<file path="config.mk">
export PLATFORM = sky130hd
export DESIGN_NAME = atm_phy_status_diag_regs
export DESIGN_NICKNAME = d
export VERILOG_FILES = /design/src/logic/apsd_pkg.sv /design/src/logic/atm_phy_status_diag_regs.sv
export SDC_FILE = /design/constraint.sdc
export NUM_CORES = 1
export LEC_CHECK = 0
export BUFFER_PORTS_ARGS = -buffer_cell sky130_fd_sc_hd__clkbuf_2
export CAP_MARGIN = 20
export CELL_PAD_IN_SITES_DETAIL_PLACEMENT = 1
export CELL_PAD_IN_SITES_GLOBAL_PLACEMENT = 1
export CORE_MARGIN = 5
export CORE_UTILIZATION = 35
export CTS_BUF_LIST = sky130_fd_sc_hd__clkbuf_16
export DETAILED_ROUTE_END_ITERATION = 8
export GPL_TIMING_DRIVEN = 0
export PLACE_DENSITY_LB_ADDON = 0.25
export SLEW_MARGIN = 20
export SYNTH_ARGS = -nofsm -noshare
export SYNTH_HDL_FRONTEND = slang
export SYNTH_SLANG_ARGS = --single-unit
</file>
<file path="constraint.sdc">
create_clock -name clk_sys -period 1.8 [get_ports clk_sys]
set_input_delay 0.18 -clock clk_sys [delete_from_list [all_inputs] [get_ports clk_sys]]
set_output_delay 0.18 -clock clk_sys [all_outputs]
set_load 0.1 [all_outputs]
</file>
<file path="src/logic/apsd_pkg.sv">
// Constants, field positions and carrier types for the status/diagnostic register pair.
// Assumes one 25 MHz clock domain and the utility bus pins as the only register access.
// Overview of operation
// RQ1 - Event register bit 6 is read-only and shows live good-signal state.
// RQ2 - Bit 5 sets on any received header check failure, held until read.
// RQ3 - Bit 4 sets when start-of-cell bytes arrive fewer than 53 bytes apart.
// RQ4 - With parity check on, bit 3 sets on any odd parity mismatch.
// RQ5 - Bit 2 sets on every good-signal change in either direction.
// RQ6 - Bit 1 sets when an undefined 5-bit line symbol is decoded.
// RQ7 - Bit 0 sets when the receive FIFO is full and drops data.
// RQ8 - Diagnostic bit 7 holds TxClav low; resets to 0.
// RQ9 - Bit 6 clear: RxClav drops after final byte of last complete cell.
// RQ10 - Bit 6 set: RxClav drops after payload byte 44 if no cell follows.
// RQ11 - Bit 5 clear: receive data, parity and start pins always driven.
// RQ12 - Bit 5 set, the reset value: those pins float while RxEnb high.
// RQ13 - Writing receive FIFO clear empties it; bit self-clears when done.
// RQ14 - Bit 3 set inverts bit 0 of each cell's last payload byte.
// RQ15 - Bit 2 set inverts bit 0 of the fifth header byte.
// RQ16 - Loopback field: 00 normal, 01 PHY with recovery, 10 PHY, 11 line.
// RQ17 - Software uses code 10 only at 1x multiplier, else code 01.
// RQ18 - Sticky flags clear when their register is read; not writable.
// RQ19 - Transmit parity checking runs only while the master enable is set.
// RQ20 - Interrupts enabled and unmasked flag set drives interrupt low, else high.
// RQ21 - An event in the same cycle as the clearing read stays flagged.
// RQ22 - Writes to the event register do nothing; bit 7 reads 0.
package apsd_pkg;
  localparam logic [7:0] ADDR_EVENT = 8'h01;
  localparam logic [7:0] ADDR_DIAG  = 8'h02;
  localparam logic [7:0] DIAG_RESET = 8'h20;
  // Synchroniser idle pattern {ale, cs_n, rd_n, wr_n, ad, RxEnb}: strobes and RxEnb high.
  localparam logic [12:0] SYNC_IDLE = 13'h0e01;
  // Event register field positions.
  localparam int EV_GOOD  = 6;
  localparam int EV_HEC   = 5;
  localparam int EV_SHORT = 4;
  localparam int EV_PAR   = 3;
  localparam int EV_SIG   = 2;
  localparam int EV_SYM   = 1;
  localparam int EV_OVF   = 0;
  localparam int EV_NUM   = 6;
  // Diagnostic register field positions.
  localparam int DG_TXCLAV_OFF = 7;
  localparam int DG_EARLY      = 6;
  localparam int DG_MULTI      = 5;
  localparam int DG_FLUSH      = 4;
  localparam int DG_PAY_ERR    = 3;
  localparam int DG_HEC_ERR    = 2;
  localparam int DG_LOOP_HI    = 1;
  localparam int DG_LOOP_LO    = 0;
  // Cell geometry, byte indices count from 0 at the start of cell.
  localparam logic [5:0] CELL_BYTES  = 6'd53;
  localparam logic [5:0] IDX_HEC     = 6'h04;
  localparam logic [5:0] IDX_PAY44   = 6'h30;
  localparam logic [5:0] IDX_LAST    = 6'h34;
  localparam logic [5:0] IDX_SAT     = 6'h3f;
  typedef enum logic [1:0] {
    APSD_LOOP_NORMAL,
    APSD_LOOP_PHY_REC,
    APSD_LOOP_PHY,
    APSD_LOOP_LINE
  } apsd_loop_t;
  // Receive cell-side pin group.
  typedef struct packed {
    logic [7:0] data;
    logic       prty;
    logic       soc;
  } apsd_rx_pins_t;
  // Utility bus control pins, all active low except address latch.
  typedef struct packed {
    logic ale;
    logic cs_n;
    logic rd_n;
    logic wr_n;
  } apsd_ub_ctl_t;
endpackage : apsd_pkg

</file>
<file path="src/logic/atm_phy_status_diag_regs.sv">
// Interrupt event and diagnostic control registers with their cell-side effects.
// Assumes receive and transmit engines on clk_sys report events as one-cycle pulses and
// that utility bus and RxEnb pins are asynchronous to clk_sys.
`timescale 1ns/1ps
module atm_phy_status_diag_regs (
  // Clock and reset.
  input  wire logic                   clk_sys,
  input  wire logic                   rst,
  // Utility bus pins, muxed address and data.
  input  wire apsd_pkg::apsd_ub_ctl_t ub_ctl,
  input  wire logic [7:0]             ub_ad_in,
  output logic [7:0]                  ub_ad_out,
  output logic                        ub_ad_oe,
  // Settings owned by the master control and mask registers.
  input  wire logic                   par_check_en,
  input  wire logic                   int_enable,
  input  wire logic [5:0]             int_mask,
  input  wire logic                   byte_mode,
  // Receive event reports.
  input  wire logic                   good_signal,
  input  wire logic                   rx_hec_err,
  input  wire logic                   rx_byte,
  input  wire logic                   rx_soc,
  input  wire logic                   rx_sym_err,
  input  wire logic                   rx_fifo_drop,
  // Receive FIFO and UTOPIA receive side.
  input  wire logic                   rx_cell_avail,
  input  wire logic                   rx_byte_avail,
  input  wire logic                   rx_xfer,
  input  wire logic                   rx_xfer_soc,
  input  wire apsd_pkg::apsd_rx_pins_t rx_fifo_out,
  input  wire logic                   rx_enb_n,
  input  wire logic                   rx_flush_done,
  output logic                        rx_fifo_clear,
  output logic                        rx_clav,
  output apsd_pkg::apsd_rx_pins_t     rx_pins,
  output logic                        rx_pins_oe,
  // UTOPIA transmit side and line-bound byte stream.
  input  wire logic                   tx_room,
  input  wire logic                   tx_enb_byte,
  input  wire logic [7:0]             tx_data,
  input  wire logic                   tx_prty,
  input  wire logic                   tx_line_valid_in,
  input  wire logic [5:0]             tx_line_idx,
  input  wire logic [7:0]             tx_line_in,
  output logic                        tx_clav,
  output logic                        tx_line_valid,
  output logic [7:0]                  tx_line,
  // Loopback selection and interrupt pin.
  output apsd_pkg::apsd_loop_t        loop_sel,
  output logic                        int_n
);
  import apsd_pkg::*;

  // Register address match, shared by the read mux and the write decode.
  function automatic logic hit(input logic [7:0] a, input logic [7:0] target);
    return a == target;
  endfunction

  // Two-flop synchronisers for the utility bus and RxEnb pins; only stage two is read.
  logic [12:0] sync1, sync2;
  logic [12:0] next_sync1;
  always_comb begin
    next_sync1 = {ub_ctl, ub_ad_in, rx_enb_n};
  end
  always_ff @(posedge clk_sys) begin
    if (rst) begin
      sync1 <= SYNC_IDLE;
      sync2 <= SYNC_IDLE;
    end else begin
      sync1 <= next_sync1;
      sync2 <= sync1;
    end
  end
  logic       s_ale, s_cs_n, s_rd_n, s_wr_n, s_enb_n;
  logic [7:0] s_ad;
  assign {s_ale, s_cs_n, s_rd_n, s_wr_n, s_ad, s_enb_n} = sync2;

  // Bus handshake state: latched address, strobe history, read snapshot.
  logic [7:0] addr, next_addr;
  logic       rd_q, next_rd_q, wr_q, next_wr_q;
  logic [7:0] snap, next_snap;
  logic       next_ad_oe;
  logic [7:0] next_ad_out;
  logic       rd_start, rd_end, wr_end;
  logic [7:0] event_reg;
  logic [7:0] diag, next_diag;
  always_comb begin
    rd_start    = !s_rd_n && rd_q && !s_cs_n;
    rd_end      = s_rd_n && !rd_q;
    wr_end      = s_wr_n && !wr_q && !s_cs_n;
    next_addr   = s_ale ? s_ad : addr;
    next_rd_q   = s_rd_n;
    next_wr_q   = s_wr_n;
    next_snap   = snap;
    next_ad_out = ub_ad_out;
    next_ad_oe  = !s_rd_n && !s_cs_n;
    // Data is frozen at the start of the read so the pins stay stable for the strobe.
    if (rd_start) begin
      if (hit(addr, ADDR_EVENT)) begin
        next_ad_out = event_reg;
      end else if (hit(addr, ADDR_DIAG)) begin
        next_ad_out = diag;
      end else begin
        next_ad_out = 8'h00;
      end
      next_snap = hit(addr, ADDR_EVENT) ? event_reg : 8'h00;
    end
    // The snapshot is used once, so a later stray strobe cannot clear flags again.
    if (rd_end) begin
      next_snap = 8'h00;
    end
  end
  always_ff @(posedge clk_sys) begin
    if (rst) begin
      addr      <= 8'h00;
      rd_q      <= 1'b1;
      wr_q      <= 1'b1;
      snap      <= 8'h00;
      ub_ad_out <= 8'h00;
      ub_ad_oe  <= 1'b0;
    end else begin
      addr      <= next_addr;
      rd_q      <= next_rd_q;
      wr_q      <= next_wr_q;
      snap      <= next_snap;
      ub_ad_out <= next_ad_out;
      ub_ad_oe  <= next_ad_oe;
    end
  end

  // Sticky event flags; only flags seen at read start are cleared at read end.
  logic [EV_NUM-1:0] flags, next_flags, ev_set;
  logic              good_q, next_good_q;
  logic [5:0]        gap, next_gap;
  logic              seen_soc, next_seen_soc;
  logic              next_int_n;
  always_comb begin
    ev_set         = '0;
    ev_set[EV_HEC] = rx_hec_err;                                  // [RQ2]
    ev_set[EV_SHORT] = rx_soc && seen_soc && (gap < CELL_BYTES);  // [RQ3]
    ev_set[EV_PAR] = par_check_en && tx_enb_byte
                     && !(^{tx_data, tx_prty});                   // [RQ4] [RQ19]
    ev_set[EV_SIG] = good_signal != good_q;                       // [RQ5]
    ev_set[EV_SYM] = rx_sym_err;                                  // [RQ6]
    ev_set[EV_OVF] = rx_fifo_drop;                                // [RQ7]
    next_good_q    = good_signal;
    next_seen_soc  = seen_soc || rx_soc;
    next_gap       = gap;
    // The start byte itself counts as byte one of the new cell.
    if (rx_soc) begin
      next_gap = 6'h01;
    end else if (rx_byte && gap != IDX_SAT) begin
      next_gap = gap + 6'h01;
    end
    // A set in the clearing cycle wins over the clear.
    next_flags = flags;
    if (rd_end) begin
      next_flags = flags & ~snap[EV_NUM-1:0];                     // [RQ18]
    end
    next_flags = next_flags | ev_set;                             // [RQ21]
    next_int_n = !(int_enable && |(next_flags & ~int_mask));      // [RQ20]
  end
  always_ff @(posedge clk_sys) begin
    if (rst) begin
      flags    <= '0;
      good_q   <= good_signal; // Seeded from the pin so no false change follows reset.
      gap      <= 6'h00;
      seen_soc <= 1'b0;
      int_n    <= 1'b1;
    end else begin
      flags    <= next_flags;
      good_q   <= next_good_q;
      gap      <= next_gap;
      seen_soc <= next_seen_soc;
      int_n    <= next_int_n;
    end
  end
  // Bit 7 reserved and zero; the live bit is not sticky.
  assign event_reg = {1'b0, good_signal, flags};                  // [RQ1] [RQ22]

  // Diagnostic register; the event register has no write path at all.
  always_comb begin
    next_diag = diag;
    if (wr_end && hit(addr, ADDR_DIAG)) begin
      next_diag = s_ad;
    end
    // Completion of a flush clears the request bit by hardware.
    if (rx_flush_done) begin
      next_diag[DG_FLUSH] = 1'b0;                                 // [RQ13]
    end
  end
  always_ff @(posedge clk_sys) begin
    if (rst) begin
      diag <= DIAG_RESET;
    end else begin
      diag <= next_diag;
    end
  end

  // Cell-side controls driven from the diagnostic bits.
  logic                in_cell, next_in_cell;
  logic [5:0]          rx_idx, next_rx_idx;
  logic                next_rx_clav, next_tx_clav, next_oe, next_tx_vld;
  logic [7:0]          next_tx_line;
  apsd_rx_pins_t       next_pins;
  apsd_loop_t          next_loop;
  always_comb begin
    next_rx_idx  = rx_xfer_soc ? 6'h00 : rx_idx + 6'h01;
    next_in_cell = in_cell;
    next_rx_clav = rx_clav;
    if (!rx_xfer) begin
      next_rx_idx = rx_idx;
    end
    if (rx_xfer && rx_xfer_soc) begin
      next_in_cell = 1'b1;
    end
    if (byte_mode) begin
      next_rx_clav = rx_byte_avail;
    end else if (rx_xfer && next_rx_idx == IDX_LAST) begin
      next_in_cell = 1'b0;
      next_rx_clav = rx_cell_avail;                               // [RQ9]
    end else if (rx_xfer && diag[DG_EARLY] && next_rx_idx == IDX_PAY44) begin
      next_rx_clav = rx_cell_avail;                               // [RQ10]
    end else if (!in_cell) begin
      next_rx_clav = rx_cell_avail;
    end
    // Tri-state only in multi-PHY mode while the layer device is not enabling us.
    next_oe      = !diag[DG_MULTI] || !s_enb_n;                   // [RQ11] [RQ12]
    next_pins    = rx_fifo_out;
    next_tx_clav = tx_room && !diag[DG_TXCLAV_OFF];               // [RQ8]
    next_tx_vld  = tx_line_valid_in;
    next_tx_line = tx_line_in;
    if (tx_line_valid_in && diag[DG_HEC_ERR] && tx_line_idx == IDX_HEC) begin
      next_tx_line[0] = !tx_line_in[0];                           // [RQ15]
    end
    if (tx_line_valid_in && diag[DG_PAY_ERR] && tx_line_idx == IDX_LAST) begin
      next_tx_line[0] = !tx_line_in[0];                           // [RQ14]
    end
    // Code 10 works only at 1x multiplier; software must pick 01 otherwise.
    next_loop = apsd_loop_t'(diag[DG_LOOP_HI:DG_LOOP_LO]);        // [RQ16] [RQ17]
  end
  always_ff @(posedge clk_sys) begin
    if (rst) begin
      in_cell       <= 1'b0;
      rx_idx        <= 6'h00;
      rx_clav       <= 1'b0;
      rx_pins_oe    <= 1'b0;
      rx_pins       <= '0;
      tx_clav       <= 1'b0;
      tx_line_valid <= 1'b0;
      tx_line       <= 8'h00;
      loop_sel      <= APSD_LOOP_NORMAL;
      rx_fifo_clear <= 1'b0;
    end else begin
      in_cell       <= next_in_cell;
      rx_idx        <= next_rx_idx;
      rx_clav       <= next_rx_clav;
      rx_pins_oe    <= next_oe;
      rx_pins       <= next_pins;
      tx_clav       <= next_tx_clav;
      tx_line_valid <= next_tx_vld;
      tx_line       <= next_tx_line;
      loop_sel      <= next_loop;
      rx_fifo_clear <= next_diag[DG_FLUSH];                       // [RQ13]
    end
  end
endmodule : atm_phy_status_diag_regs

</file>
==> impl.org <==
** Setup path
- Crit path required time :: 2060 ps
- Arrival time of the worst setup path :: 1940 ps
- The worst setup path is launched from a flip-flop.
- Of all nets on the critical path, the largest fanout is 5.
- Crit end category :: flip-flop
- Type of the worst setup path :: reg -> reg
- Logic depth of the worst register-to-register path :: 5

** STA
- Setup repair after global routing left no endpoint under its margin.
- Slew at the pin with the worst max-slew slack :: approximately 660 ps
- Worst slew margin relative to its limit :: 56.28%
- Derived from the worst setup path, the maximum achievable clock frequency is 0.5944 GHz.
- Portion of the clock cycle consumed by the worst path in the final layout :: between 90% and 100%
- The final-report hold violation count came to 0.
- Across all setup checks in the final design, the least slack found is 117.7 ps.
- Setup violations remaining at the end of the flow were counted as 0.
- Hold WS :: 16.87 ps
- Final clock skew :: approximately 7.4 ps
- The max-slew violation count is 0.
- Clock period minus final worst setup slack :: around 1700 ps

** Floorplanning
- The initialized floorplan defines 37 standard-cell rows.
- In this run the horizontal extent of the chip is 113.7 um.
- For this design the top-level I/O count stands at 106.
- The die is 113.7 um tall.
- Effective utilization at floorplan :: a little over a third
- The core region is roughly 0.010 sq mm.
- The die covers 0.01293 sq mm.

** Final layout
- The post-route netlist has 29.14% of its cells at a drive strength greater than 1.
- Cells fill 46.80% of the core in the end.
- The library cells used most frequently in the layout, excluding fill and tap cells, are 105 x clkbuf_2, 102 x dfxtp_1, 43 x nor2b_1, 40 x nor2_1, 40 x nand2_1.
- Total Nets Final :: 572
- Antenna cells :: 0
- Final instance area :: 0.004875 sq mm
- The area growth from synthesis to layout is 29.52%.
- Leaving out fill and tap cells, the most frequent cell in the layout is clkbuf_2.
- The filler cells instantiated in the layout total between 1,000 and 1,500.

** Drt
- Number of DRC violations after detailed routing :: 0
- Pre-Repair DR Iteration Count :: 4
- Vias after detailed routing :: 3,061
- Violation count after the first detailed-route iteration :: 62
- Total length of routed wires :: 9470 um
- Dividing the detail-routed via count by the number of cells gives 4.805.
- In this run the remaining antenna-violating nets after routing total 0.
- After detailed routing, the average wire length per cell comes to 14.87 um.

** Yosys
- Of all cell types, the one taking the most synthesized area is dfxtp_1.
- Number of enable flip-flop cells after synthesis :: 0
- Average cell area after synthesis :: 9.852 sq um
- By area the synthesized netlist is led by dfxtp_1 56%, nor2b_1 7.1%, mux2i_1 4.8%, nor2_1 4.2%, nand2_1 4.0%.
- The number of nets in the synthesized netlist is 456.
- Yosys mapped the design onto 43 distinct sky130hd cell types.
- Number of synthesis warnings :: 0
- Top flip-flop cell by instance count after synthesis :: dfxtp_1
- After synthesis, the share of flip-flops with an asynchronous set or reset is 0%.
- The cell area that synthesis handed to floorplanning was 0.003764 sq mm.
- Synthesis handed over a netlist of 382 instances.
- The synthesized design contains ~110 register bits.
- Fraction of synthesized cell area taken by the top area cell type :: 55.85%
- Share of the yosys chip area belonging to registers :: between 50 and 60%

** Worst hold path
- Hold Path Stages :: 2
- The worst hold path belongs to the class in -> reg.

** GRT
- Entering global routing, the biggest net connects 16 pins.
- The first global-routing pass estimated 15,650 um of wire.
- Global routing used 15.29% of the available tracks across all layers.
- The number of antenna violations at the first check in global routing came to 0.
- Global routing finished with a remaining overflow of 0.
- The via count of the first global-routing pass came to 3,185.

** Placed design
- During placement, the flow inserted port buffers numbering 104.
- Post-Place Worst Slack :: -282.4 ps
- Once placement finished, the instance area stood at 0.004454 sq mm.
- Dpl hpwl :: 7104 um
- Global placement routability congestion :: between 0.8 and 0.9

** Clocking
- Number of sinks on the clock net :: ~110
- Clock Root Buffer :: clkbuf_16
- Counting the buffers created by CTS gives 9.
- Max clock buf depth :: 2
- Insertion delay of the later-clocked pin in the worst-skew pair :: 350 ps
- Buffers inserted during post-CTS setup optimization :: 0
- Post-CTS clock slew at the launch and capture registers of the worst setup and hold paths :: 60 ps
- H-Tree Depth :: 3
- TritonCTS built the clock tree.

** Status
- Status :: complete, no violations

** Power
- For this design the static power due to leakage is 2.057 nW.
- IR analysis of the VDD net gives a maximum drop of 470.0 uV.
- Power Dens Cells :: 1051 mW/mm^2

** Run
- Max-cap check violation count :: 0
==> synthesized netlist by cell type (3+ instances only) <==
master,n
nand2_1,40
inv_1,10
nor2_1,42
a31oi_1,6
a21oi_1,23
nor3_1,6
xnor2_1,6
or2_2,11
o21ai_0,4
dfxtp_1,105
a311oi_1,7
nor3b_1,3
mux2i_1,18
xor2_1,4
nor2b_1,43
nand3_1,7
ha_1,3
clkbuf_1,12
==> metrics by stage <==
stage	cells	setup TNS [ps]	power [mW]
6_report	637	0	5.125
5_1_grt	637	0	5.322
4_1_cts	637	0	5.183
3_5_place_dp	622	-5429	3.025
3_3_place_gp	622	-4322	3.009
2_1_floorplan	382	0	2.861
==> path summary, 6_finish.rpt <==
path / from / end / slack (ps)
worst max-delay path: rx_idx[0]$_SDFF_PP0_ / rx_clav$_SDFFE_PP0P_ / 120
worst min register to register: sync2[0]$_SDFF_PP1_ / rx_pins_oe$_SDFF_PP0_ / 400
worst max register to register: rx_idx[0]$_SDFF_PP0_ / rx_clav$_SDFFE_PP0P_ / 120
worst min-delay path: ub_ctl[2] / sync1[11]$_SDFF_PP1_ / 20
==> cell families (layout without fill, tap and decap cells) <==
logic type	Yosys count	after routing	synth area share (%)
muxes	18	18	4.787
buffers and inverters	26	145	2.660
AOI/OAI and AO/OA	53	53	9.775
DFF	105	105	55.85
and+or+nand+nor	165	165	22.41
xor gates and xnor gates	12	12	3.524
adders and majority gates	3	3	0.9974
==> final cells by class <==
class	count	area, sq um	share of cell area, %
buffer	16	63.81	1.309
clock buffer	9	225.2	4.620
clock inverter	5	97.59	2.002
inverter	10	37.54	0.7700
multi-input combinational	251	1642	33.68
sequential	105	2108	43.25
tap	136	170.2	3.491
timing repair buffer	105	530.5	10.88
==> flip-flops by register name, summed over array words and instances, names as in the netlist, 2 cells and up <==
signal / count
sync1: 13
sync2: 13
rx_pins: 10
addr: 8
tx_line: 8
ub_ad_out: 8
diag: 7
flags: 6
gap: 6
rx_idx: 6
snap: 6
loop_sel: 2
==> critical path, stage by stage (launching register included) <==
cell	delay, ps
dfxtp_4	390
nand4_2	140
or3_4	410
a221oi_4	330
a2111oi_2	130
a211oi_2	210
==> metal layers <==
| layer | part of all wire (%) | vias up | GRT usage [%] |
|---|---|---|---|
| met5 | 0 | - | 0 |
| met4 | 1.8 | 0 | 6.250 |
| met3 | 5.3 | 12 | 3.130 |
| met1 | 42 | 1473 | 17.87 |
| met2 | 51 | 68 | 27.17 |
| li1 | - | 1508 | - |
==> where the power goes <==
part | switching (mW) | internal (mW)
registers | 0.0355 | 2.40
logic | 0.363 | 0.176
clock network | 0.816 | 1.33
==> timing repair <==
item / in CTS / in global routing
pin swaps: 0 / 1
hold buffers: 1 / 0
setup endpoints to repair: 22 / 20
resized for setup: 6 / 14
endpoints found under the hold margin: 1 / 0
No activity file was read; power rests on OpenSTA's default activity.
